--- src/global_status_pkg.sv ---
/*
  Constants, codes and carriers for the global status, interrupt
  summary and general-purpose pin block.
  Assumes a single 250 MHz system clock and word-wide Avalon-MM access.
*/
// Summary of operation
// - pin selector: input, LOS, zero, one
// - A1/B1 port1, A2/B2 port2, A3/B3 port3, B4 port4
// - B3 outputs one-second reference when enabled
// - B2 is error-insert input when selected
// - B1 is update input in mode 01
// - port summary set when port has enabled status
// - global summary set on enabled latched status
// - summary bit interrupts only when enabled
// - live unlocked bit follows clock adapter lock
// - update done when requested and all global-mode ports done
// - clock A/B/C latches set on toggle, adapter mode off only
// - reference clock latch set on toggle, adapter mode not off only
// - unlocked latch set on rising live bit
// - one-second latch set on timer rise
// - update-done latch set on status rise
// - latch enables: bit2 lock, 1 second, 0 done
// - pin status: A pins 7:4, B pins 3:0
// - latches clear on write or on read
// - irq pin low when active, else idle mode
package global_status_pkg;

  // byte offsets of the register words
  localparam logic [5:0] OFS_CTRL   = 6'h00;
  localparam logic [5:0] OFS_GIOCR  = 6'h10;
  localparam logic [5:0] OFS_ISR    = 6'h20;
  localparam logic [5:0] OFS_ISRIE  = 6'h24;
  localparam logic [5:0] OFS_SR     = 6'h28;
  localparam logic [5:0] OFS_SRIE   = 6'h2C;
  localparam logic [5:0] OFS_SRL    = 6'h30;
  localparam logic [5:0] OFS_PIN    = 6'h34;

  // control word fields
  localparam int CTL_CLR_ON_READ = 0;
  localparam int CTL_IRQ_IDLE    = 1;
  localparam int CTL_SEC_OE      = 2;
  localparam int CTL_ERR_SRC     = 3;
  localparam int CTL_UPD_MODE    = 4;
  localparam int CTL_UPD_REQ     = 6;
  localparam int CTL_ERR_INS     = 7;
  localparam int CTL_ADP_MODE    = 8;

  // writable bits and reset values
  localparam logic [15:0] CTRL_MASK  = 16'h07FF;
  localparam logic [15:0] ISRIE_MASK = 16'h001F;
  localparam logic [15:0] SRIE_MASK  = 16'h0007;
  localparam logic [15:0] RST_CTRL   = 16'h0000;
  localparam logic [15:0] RST_GIOCR  = 16'h0000;
  localparam logic [15:0] RST_ISRIE  = 16'h0000;
  localparam logic [15:0] RST_SRIE   = 16'h0000;

  // latched and live status bit positions
  localparam int SRL_UPD  = 0;
  localparam int SRL_SEC  = 1;
  localparam int SRL_UNLK = 2;
  localparam int SRL_REF  = 3;
  localparam int SRL_ADAPTER_CLOCK_A = 4;
  localparam int SR_UPD   = 0;
  localparam int SR_UNLK  = 2;
  localparam int SRL_W    = 7;

  // pin status and selector layout
  localparam int PIN_A_LO = 4;
  localparam int PIN_B_LO = 0;
  localparam int SEL_A_LO = 8;
  localparam int SEL_B_LO = 0;

  // pin function and update mode codes
  localparam logic [1:0] FN_INPUT = 2'h0;
  localparam logic [1:0] FN_LOS   = 2'h1;
  localparam logic [1:0] FN_ZERO  = 2'h2;
  localparam logic [1:0] FN_ONE   = 2'h3;
  localparam logic [1:0] UPD_SW   = 2'h0;
  localparam logic [1:0] UPD_PIN  = 2'h1;
  localparam logic [2:0] ADP_OFF  = 3'h0;

  // bus handshake states
  typedef enum logic [1:0] {
    BUS_IDLE = 2'b01,
    BUS_ACK  = 2'b10
  } bus_state_e;

  // eight general-purpose pins; index 0 is pin 1
  typedef struct packed {
    logic [3:0] a;
    logic [3:0] b;
  } gpio_bus_s;

endpackage

--- src/pin_sync.sv ---
/*
  Two-flop synchroniser for a vector of asynchronous pin levels.
  Assumes each bit is an independent level; no bus coherence.
*/
`timescale 1ns/1ps
`default_nettype none
module pin_sync #(
  parameter int W = 12
) (
  input  wire logic         sys_clk, // system clock
  input  wire logic         sys_rst, // async reset, high
  input  wire logic [W-1:0] din,     // raw pin levels
  output logic      [W-1:0] dout     // synchronised levels
);
  logic [W-1:0] meta_q;

  // first stage feeds only the second stage
  always_ff @(posedge sys_clk or posedge sys_rst) begin
    if (sys_rst) begin
      meta_q <= '0;
      dout   <= '0;
    end else begin
      meta_q <= din;
      dout   <= meta_q;
    end
  end
endmodule // pin_sync
`default_nettype wire

--- src/global_status_gpio_control.sv ---
/*
  Global status, interrupt summary and general-purpose pin logic,
  with its registers on an Avalon-MM slave with waitrequest.
  Assumes port status, LOS, update-done and lock inputs come from
  logic on sys_clk; gpio and adapter clock pins are asynchronous.
*/
`timescale 1ns/1ps
`default_nettype none
module global_status_gpio_control
  import global_status_pkg::*;
#(
  parameter int PORTS = 4
) (
  input  wire logic        sys_clk,          // system clock
  input  wire logic        sys_rst,          // async reset, high
  input  wire logic [3:0]  avs_address,      // word address
  input  wire logic        avs_read,         // read request
  input  wire logic        avs_write,        // write request
  input  wire logic [31:0] avs_writedata,    // write data
  input  wire logic [3:0]  avs_byteenable,   // byte lanes
  output logic      [31:0] avs_readdata,     // read data
  output logic             avs_waitrequest,  // stall
  input  wire logic [PORTS-1:0] port_los,    // per-port LOS
  input  wire logic [PORTS-1:0] port_irq_active,  // port status
  input  wire logic [PORTS-1:0] port_update_mode, // 1 = global
  input  wire logic [PORTS-1:0] port_update_done, // port done
  input  wire logic        adapter_unlocked, // adapter not locked
  input  wire logic        one_second_ref,   // internal timer
  input  wire logic        adapter_reference_clock, // pin
  input  wire logic        adapter_clock_a,  // pin
  input  wire logic        adapter_clock_b,  // pin
  input  wire logic        adapter_clock_c,  // pin
  input  wire gpio_bus_s   gpio_in,          // pin levels
  output gpio_bus_s        gpio_out,         // pin drive values
  output gpio_bus_s        gpio_oe,          // pin enables
  output logic             manual_error_insert,   // to ports
  output logic             global_update_request, // to ports
  output logic             irq_n_out,        // irq pin value
  output logic             irq_n_oe          // irq pin enable
);

  bus_state_e  bus_q;
  logic [31:0] rdata_q;
  logic [15:0] ctrl_q;
  logic [15:0] giocr_q;
  logic [15:0] isrie_q;
  logic [15:0] srie_q;
  logic [SRL_W-1:0] srl_q;
  logic        unlocked_q;
  logic        unlocked_prev_q;
  logic        sec_prev_q;
  logic        done_q;
  logic        irq_q;
  logic [3:0]  clk_prev_q;
  logic [11:0] sync_s;
  gpio_bus_s   gpio_s;
  logic [3:0]  clk_s;
  logic [3:0]  clk_tog;
  logic [5:0]  byte_addr;
  logic        take;
  logic        wr_take;
  logic        rd_take;
  logic [31:0] rdata_d;
  logic        upd_level;
  logic        done_d;
  logic        adp_off;
  logic [SRL_W-1:0] srl_set;
  logic [SRL_W-1:0] srl_clr;
  logic        global_summary_status;
  logic [4:0]  isr;
  gpio_bus_s   out_d;
  gpio_bus_s   oe_d;

  // register hit for a given offset
  function automatic logic hit(input logic [5:0] a,
                               input logic [5:0] ofs);
    hit = (a == ofs);
  endfunction

  // merge write data into a 16-bit register by byte lanes
  function automatic logic [15:0] merge16(input logic [15:0] old,
                                          input logic [31:0] wd,
                                          input logic [3:0]  be,
                                          input logic [15:0] msk);
    logic [15:0] n;
    n = old;
    if (be[0]) n[7:0] = wd[7:0];
    if (be[1]) n[15:8] = wd[15:8];
    merge16 = n & msk;
  endfunction

  // pin drive {oe, value} for a selector code
  function automatic logic [1:0] pin_fn(input logic [1:0] code,
                                        input logic       los);
    case (code)
      FN_INPUT: pin_fn = 2'b00;
      FN_LOS:   pin_fn = {1'b1, los};
      FN_ZERO:  pin_fn = 2'b10;
      default:  pin_fn = 2'b11;
    endcase
  endfunction

  // asynchronous pins: gpio levels and adapter clock pins
  pin_sync #(
    .W (12)
  ) u_sync (
    .sys_clk (sys_clk),
    .sys_rst (sys_rst),
    .din     ({adapter_reference_clock, adapter_clock_c,
               adapter_clock_b, adapter_clock_a,
               gpio_in}),
    .dout    (sync_s)
  );

  assign gpio_s  = sync_s[7:0];
  assign clk_s   = sync_s[11:8];
  assign clk_tog = clk_s ^ clk_prev_q;
  assign adp_off = (ctrl_q[CTL_ADP_MODE +: 3] == ADP_OFF);

  // bus handshake: one stall cycle, then answer
  assign byte_addr       = {avs_address, 2'b00};
  assign take            = (bus_q == BUS_ACK);
  assign wr_take         = take & avs_write;
  assign rd_take         = take & avs_read;
  assign avs_waitrequest = (avs_read | avs_write) & ~take;
  assign avs_readdata    = rdata_q;

  always_ff @(posedge sys_clk or posedge sys_rst) begin
    if (sys_rst) begin
      bus_q <= BUS_IDLE;
    end else begin
      case (bus_q)
        BUS_IDLE: begin
          if (avs_read | avs_write) bus_q <= BUS_ACK;
        end
        BUS_ACK:  bus_q <= BUS_IDLE;
        default:  bus_q <= BUS_IDLE;
      endcase
    end
  end

  // read mux; unmapped words read as zero
  always_comb begin
    rdata_d = 32'h0000_0000;
    case (byte_addr)
      OFS_CTRL:  rdata_d[15:0] = ctrl_q;
      OFS_GIOCR: rdata_d[15:0] = giocr_q;
      OFS_ISR:   rdata_d[4:0]  = isr;
      OFS_ISRIE: rdata_d[15:0] = isrie_q;
      OFS_SR: begin
        rdata_d[SR_UNLK] = unlocked_q;
        rdata_d[SR_UPD]  = done_q;
      end
      OFS_SRIE:  rdata_d[15:0] = srie_q;
      OFS_SRL:   rdata_d[SRL_W-1:0] = srl_q;
      OFS_PIN: begin
        rdata_d[PIN_A_LO +: 4] = gpio_s.a;
        rdata_d[PIN_B_LO +: 4] = gpio_s.b;
      end
      default:   rdata_d = 32'h0000_0000;
    endcase
  end

  // data captured in the stall cycle, shown in the answer cycle
  always_ff @(posedge sys_clk or posedge sys_rst) begin
    if (sys_rst) begin
      rdata_q <= 32'h0000_0000;
    end else if (bus_q == BUS_IDLE && avs_read) begin
      rdata_q <= rdata_d;
    end
  end

  // software-written configuration words
  always_ff @(posedge sys_clk or posedge sys_rst) begin
    if (sys_rst) begin
      ctrl_q  <= RST_CTRL;
      giocr_q <= RST_GIOCR;
      isrie_q <= RST_ISRIE;
      srie_q  <= RST_SRIE;
    end else if (wr_take) begin
      if (hit(byte_addr, OFS_CTRL))
        ctrl_q <= merge16(ctrl_q, avs_writedata, avs_byteenable,
                          CTRL_MASK);
      if (hit(byte_addr, OFS_GIOCR))
        giocr_q <= merge16(giocr_q, avs_writedata, avs_byteenable,
                           16'hFFFF);
      if (hit(byte_addr, OFS_ISRIE))
        isrie_q <= merge16(isrie_q, avs_writedata, avs_byteenable,
                           ISRIE_MASK);
      if (hit(byte_addr, OFS_SRIE))
        srie_q <= merge16(srie_q, avs_writedata, avs_byteenable,
                          SRIE_MASK);
    end
  end

  // update request level from the selected source
  always_comb begin
    case (ctrl_q[CTL_UPD_MODE +: 2])
      UPD_SW:  upd_level = ctrl_q[CTL_UPD_REQ];
      UPD_PIN: upd_level = gpio_s.b[0];
      default: upd_level = one_second_ref;
    endcase
  end

  // done only while requested; ports on local update ignored
  assign done_d = upd_level &
                  (&(port_update_done | ~port_update_mode));

  // live status and edge history
  always_ff @(posedge sys_clk or posedge sys_rst) begin
    if (sys_rst) begin
      unlocked_q      <= 1'b0;
      unlocked_prev_q <= 1'b0;
      sec_prev_q      <= 1'b0;
      done_q          <= 1'b0;
      clk_prev_q      <= 4'h0;
    end else begin
      unlocked_q      <= adapter_unlocked;
      unlocked_prev_q <= unlocked_q;
      sec_prev_q      <= one_second_ref;
      done_q          <= done_d;
      clk_prev_q      <= clk_s;
    end
  end

  // latch set events
  always_comb begin
    srl_set = '0;
    srl_set[SRL_ADAPTER_CLOCK_A +: 3] = clk_tog[2:0] & {3{adp_off}};
    srl_set[SRL_REF]  = clk_tog[3] & ~adp_off;
    srl_set[SRL_UNLK] = unlocked_q & ~unlocked_prev_q;
    srl_set[SRL_SEC]  = one_second_ref & ~sec_prev_q;
    srl_set[SRL_UPD]  = done_d & ~done_q;
  end

  // clear by write-one or by read; only bits that were reported
  always_comb begin
    srl_clr = '0;
    if (hit(byte_addr, OFS_SRL)) begin
      if (wr_take && !ctrl_q[CTL_CLR_ON_READ] && avs_byteenable[0])
        srl_clr = avs_writedata[SRL_W-1:0];
      if (rd_take && ctrl_q[CTL_CLR_ON_READ])
        srl_clr = rdata_q[SRL_W-1:0];
    end
  end

  // set wins over a clear in the same cycle
  always_ff @(posedge sys_clk or posedge sys_rst) begin
    if (sys_rst) begin
      srl_q <= '0;
    end else begin
      srl_q <= srl_set | (srl_q & ~srl_clr);
    end
  end

  // interrupt summary tree
  assign global_summary_status = |(srl_q[2:0] & srie_q[2:0]);
  assign isr = {port_irq_active, global_summary_status};

  // registered so the pin never glitches on decode
  always_ff @(posedge sys_clk or posedge sys_rst) begin
    if (sys_rst) begin
      irq_q <= 1'b0;
    end else begin
      irq_q <= |(isr & isrie_q[4:0]);
    end
  end

  // low while active; idle is float or drive-high
  assign irq_n_out = ~irq_q;
  assign irq_n_oe  = irq_q | ctrl_q[CTL_IRQ_IDLE];

  // per-pin function, then global overrides on B1..B3
  always_comb begin
    for (int i = 0; i < 4; i++) begin
      {oe_d.a[i], out_d.a[i]} =
        pin_fn(giocr_q[SEL_A_LO + 2*i +: 2], port_los[i]);
      {oe_d.b[i], out_d.b[i]} =
        pin_fn(giocr_q[SEL_B_LO + 2*i +: 2], port_los[i]);
    end
    if (ctrl_q[CTL_SEC_OE]) begin
      oe_d.b[2]  = 1'b1;
      out_d.b[2] = one_second_ref;
    end
    if (ctrl_q[CTL_ERR_SRC]) begin
      oe_d.b[1]  = 1'b0;
      out_d.b[1] = 1'b0;
    end
    if (ctrl_q[CTL_UPD_MODE +: 2] == UPD_PIN) begin
      oe_d.b[0]  = 1'b0;
      out_d.b[0] = 1'b0;
    end
  end

  // pin and global strobe outputs from flops
  always_ff @(posedge sys_clk or posedge sys_rst) begin
    if (sys_rst) begin
      gpio_out              <= '0;
      gpio_oe               <= '0;
      manual_error_insert   <= 1'b0;
      global_update_request <= 1'b0;
    end else begin
      gpio_out <= out_d;
      gpio_oe  <= oe_d;
      manual_error_insert <= ctrl_q[CTL_ERR_SRC] ?
                             gpio_s.b[1] :
                             ctrl_q[CTL_ERR_INS];
      global_update_request <= upd_level;
    end
  end

endmodule // global_status_gpio_control
`default_nettype wire

--- config.mk ---
export PLATFORM = sky130hd
export DESIGN_NAME = global_status_gpio_control
export DESIGN_NICKNAME = d
export VERILOG_FILES = /design/src/global_status_pkg.sv /design/src/pin_sync.sv /design/src/global_status_gpio_control.sv
export SDC_FILE = /design/constraint.sdc
export NUM_CORES = 1
export LEC_CHECK = 0
export BUFFER_PORTS_ARGS = -buffer_cell sky130_fd_sc_hd__buf_2
export CAP_MARGIN = 20
export CORE_UTILIZATION = 50
export CTS_CLUSTER_SIZE = 10
export DETAILED_ROUTE_END_ITERATION = 16
export PLACE_DENSITY = 0.81
export SYNTH_ARGS = -nofsm -noshare
export SYNTH_HDL_FRONTEND = slang
export SYNTH_SLANG_ARGS = --single-unit
--- constraint.sdc ---
create_clock -name sys_clk -period 7.6 [get_ports sys_clk]
set_clock_uncertainty 0.15 [all_clocks]
set_input_delay 2.28 -clock sys_clk [delete_from_list [all_inputs] [get_ports sys_clk]]
set_output_delay 2.28 -clock sys_clk [all_outputs]
set_load 0.005 [all_outputs]
==> impl_metrics.csv <==
group,metric,value,unit
run_status,status,"completed",
pwr,p_seq_share,56.4,%
layout,final_nets,528,
synthesis,synth_top_area_cell,"dfrtp_1",
clock_tree,cts.clk_slew.worst_paths,0.10,ns
pwr,p_total,1.26,mW
pwr,p_sw,0.371,mW
floorplanning,rows,34,
pwr,clkPwrFrac,27.2,%
clock_tree,cts_tree,"yes",
layout,multi_input_area,1650,um^2
synthesis,synth_most_common_cell,"dfrtp_1",
setup_path,crit_type,"input port to primary output",
clock_tree,htreeDepth,3,
timing,timing.final.crit_share,67.2,%
setup_path,cp_cell_sequence,"buf_2 > nor2_1 > nor2_1 > buf_2",
worst_hold_path,hold_class,"register to register",
setup_path,critPathRequiredTime,5.17,ns
placed_design,gp_congestion,0.880,
clock_tree,clk_latency,0.38,ns
synthesis,synth.distinct_cells,57,
floorplanning,start_util,52.5,%
route,num_vias,3173,
route,ant_nets,0,
setup_path,slowest_delay,0.12,ns
setup_path,critPathCaptureType,"primary output",
pwr,p_int,0.884,mW
floorplanning,dieHeight,98.6,um
grt,met2_usage,33.7,%
grt,grt_max_degree,86,
layout,antenna_cells,0,
synthesis,yosysTopAreaCellShare,59.0,%
route,remaining_drc_errors,0,
route,drt_pass1_iterations,5,
worst_hold_path,holdPathEnd,"u_sync.dout[0]",
synthesis,synth_cells,364,
timing,rsz0062_at_grt,"false",
route,routed_wl,9920,um
synthesis,syn_area,4670,um^2
floorplanning,die_w,98.6,um
synthesis,avgSynthCellArea,12.8,um^2
pwr,combPwrFrac,16.4,%
setup_path,rrSetupSlack,5.56,ns
grt,grt-ovfl-total,0,
clock_tree,cts_resized,0,
layout,register_area,2780,um^2
timing,fin_tns_setup,0,ns
layout,fillers,736,
timing,setup_violations,0,
synthesis,async_flop_share,100,%
timing,relSlewSlack,57.5,%
synthesis,ys_seq_area_share,59.5,%
synthesis,synth_common_cells,"110 x dfrtp_1, 28 x mux2_2, 23 x o21ai_0",
setup_path,reg2reg_from,"bus_q[0]",
clock_tree,cts_sinks,111,
synthesis,synth_edf_count,0,
placed_design,dp_hpwl,7160,um
grt,grt_usage,21.4,%
pwr,ir_drop,128,uV
synthesis,yosys_warnings,0,
layout,drive_above_1_share,35.5,%
setup_path,reg2reg_depth,4,
timing,hold_violations,0,
pwr,leakagePower,2.64,nW
clock_tree,ctsHoldBuffers,0,
timing,worstMarginPinSlew,0.635,ns
setup_path,worstSetupStartpointType,"input port",
timing,max_freq,196,MHz
floorplanning,core,8890,um^2
synthesis,synth.area.top_cells,"dfrtp_1 59%, mux2_2 6.8%, buf_4 3.2%, mux2_4 2.6%, o21ai_0 2.5%",
job,drv_cap,0,
route,vias_per_cell,5.60,
placed_design,portBuffers,92,
layout,area_growth,13.8,%
floorplanning,ios,127,
grt,grt_pass1_vias,3061,
setup_path,critical_path.max_fanout,4,
setup_path,cpMaxStageDelayCell,"nor2_1",
clock_tree,cts_setup_buffers,0,
grt,busiest_layer,"met2",
route,routedWlPerCell,17.5,um
pwr,p_sw_share,29.6,%
timing,layout_min_cycle_time,5.11,ns
synthesis,ys.flop_type,"dfrtp_1",
grt,grt_use_met3,4.26,%
setup_path,cp.arrival,2.68,ns
grt,use_met1,29.8,%
worst_hold_path,hold_start,"u_sync.meta_q[0]",
clock_tree,cts-root-buf,"clkbuf_8",
timing,slew_violations,0,
clock_tree,cts-buffers-inserted,9,
setup_path,r2r_end,"isrie_q[0]",
floorplanning,die_area,9720,um^2
clock_tree,clockBufferDepth,2,
pwr,power.density,236,nW/um^2
grt,antenna_found_initial,0,
grt,grt_pass1_wl,15700,um
worst_hold_path,holdPathStages,0,
setup_path,crit_start,"avs_write",
route,drt-initial-drc-count,258,
synthesis,synth_seq_cells,111,
## stage by stage
step | instance area (um^2) | util (%) | setup WS, ns | std cells | hold slack, ns
after global placement | 5090 | 57.2 | 2.49 | 550 | 0.183
after floorplan | 4720 | - | 2.24 | 379 | 0.181
after global routing | 5310 | 59.8 | 2.44 | 567 | 0.219
after CTS | 5290 | 59.4 | 2.49 | 566 | 0.209
final | 5310 | 59.8 | 2.49 | 567 | 0.207
after detailed placement | 5090 | 57.2 | 2.49 | 550 | 0.185
## sequential cells by signal (all words and copies together), names as in the netlist
register	count
avs_readdata	16
giocr_q	16
u_sync.dout	12
u_sync.meta_q	12
ctrl_q	11
gpio_oe	8
gpio_out	8
srl_q	7
isrie_q	5
clk_prev_q	4
srie_q	3
bus_q	2
done_q	1
global_update_request	1
irq_q	1
manual_error_insert	1
sec_prev_q	1
unlocked_prev_q	1
unlocked_q	1
## worst max path at each step
stage	to	slack, ns	cells after the start
after floorplan	avs_readdata[0]	2.24	1
after global placement	avs_waitrequest	2.49	4
after detailed placement	avs_waitrequest	2.49	4
after CTS	avs_waitrequest	2.49	4
after global routing	avs_waitrequest	2.44	4
final	avs_waitrequest	2.49	4
## cell type report
| type | count | area share [%] |
|---|---|---|
| Inverter | 13 | 0.966 |
| Multi-Input combinational cell | 224 | 31.0 |
| Tap cell | 108 | 2.54 |
| Clock inverter | 7 | 1.37 |
| Clock buffer | 9 | 2.33 |
| Timing Repair Buffer | 95 | 9.47 |
| Sequential cell | 111 | 52.3 |
## layer usage
| metal | routed length, um | vias up |
|---|---|---|
| li1 | - | 1462 |
| met1 | 4430 | 1546 |
| met2 | 4700 | 150 |
| met3 | 626 | 15 |
| met4 | 161 | 0 |
| met5 | 0 | - |
## kinds of logic (layout without fill, tap and decap cells)
| logic type | count (synthesis) | in the layout | share of synthesized area (%) |
|---|---|---|---|
| XOR/XNOR | 4 | 4 | 0.751 |
| multiplexers | 44 | 44 | 11.1 |
| other | 1 | 16 | 0.0804 |
| AO/OA/AOI/OAI | 81 | 81 | 12.2 |
| buffers and inverters | 44 | 124 | 6.35 |
| flip-flops | 111 | 111 | 59.5 |
| AND/OR/NAND/NOR | 79 | 79 | 9.95 |
## placed cells by master (no fill, tap or decap), types with 2 or more instances in the layout
| master | count |
|---|---|
| conb_1 | 16 |
| and3_1 | 3 |
| nand3_1 | 5 |
| nor2_1 | 13 |
| and4b_1 | 2 |
| a211oi_1 | 2 |
| a22oi_1 | 4 |
| dfrtp_1 | 110 |
| nand3b_1 | 2 |
| or2_2 | 6 |
| a21oi_1 | 6 |
| o22ai_1 | 3 |
| nor2b_1 | 5 |
| mux2i_1 | 6 |
| inv_8 | 2 |
| a22o_1 | 10 |
| a32oi_1 | 10 |
| inv_6 | 2 |
| o21ai_0 | 23 |
| nand2b_1 | 2 |
| mux2_1 | 2 |
| a31oi_1 | 4 |
| and4_1 | 2 |
| o211ai_1 | 2 |
| buf_2 | 92 |
| o21a_1 | 5 |
| a222oi_1 | 3 |
| inv_1 | 11 |
| xor2_1 | 3 |
| o41ai_1 | 2 |
| buf_4 | 2 |
| nor3_1 | 5 |
| clkbuf_8 | 9 |
| nand2_1 | 21 |
| mux2_2 | 28 |
| mux2_4 | 8 |
| a221oi_1 | 3 |
## critical path, delay by kind of cell
family,cells,cell delay [ns]
buffers and inverters,2,0.23
AND/OR/NAND/NOR,2,0.17
## power groups by stage
stage          Clock (mW)  Sequential (mW)  Combinational [mW]
6_report            0.342            0.708               0.206
5_1_grt             0.376            0.717               0.228
4_1_cts             0.351            0.707               0.206
3_5_place_dp            0            0.719               0.205
3_3_place_gp            0            0.715               0.201
2_1_floorplan           0            0.705               0.132
No activity file was read; power rests on OpenSTA's default activity.
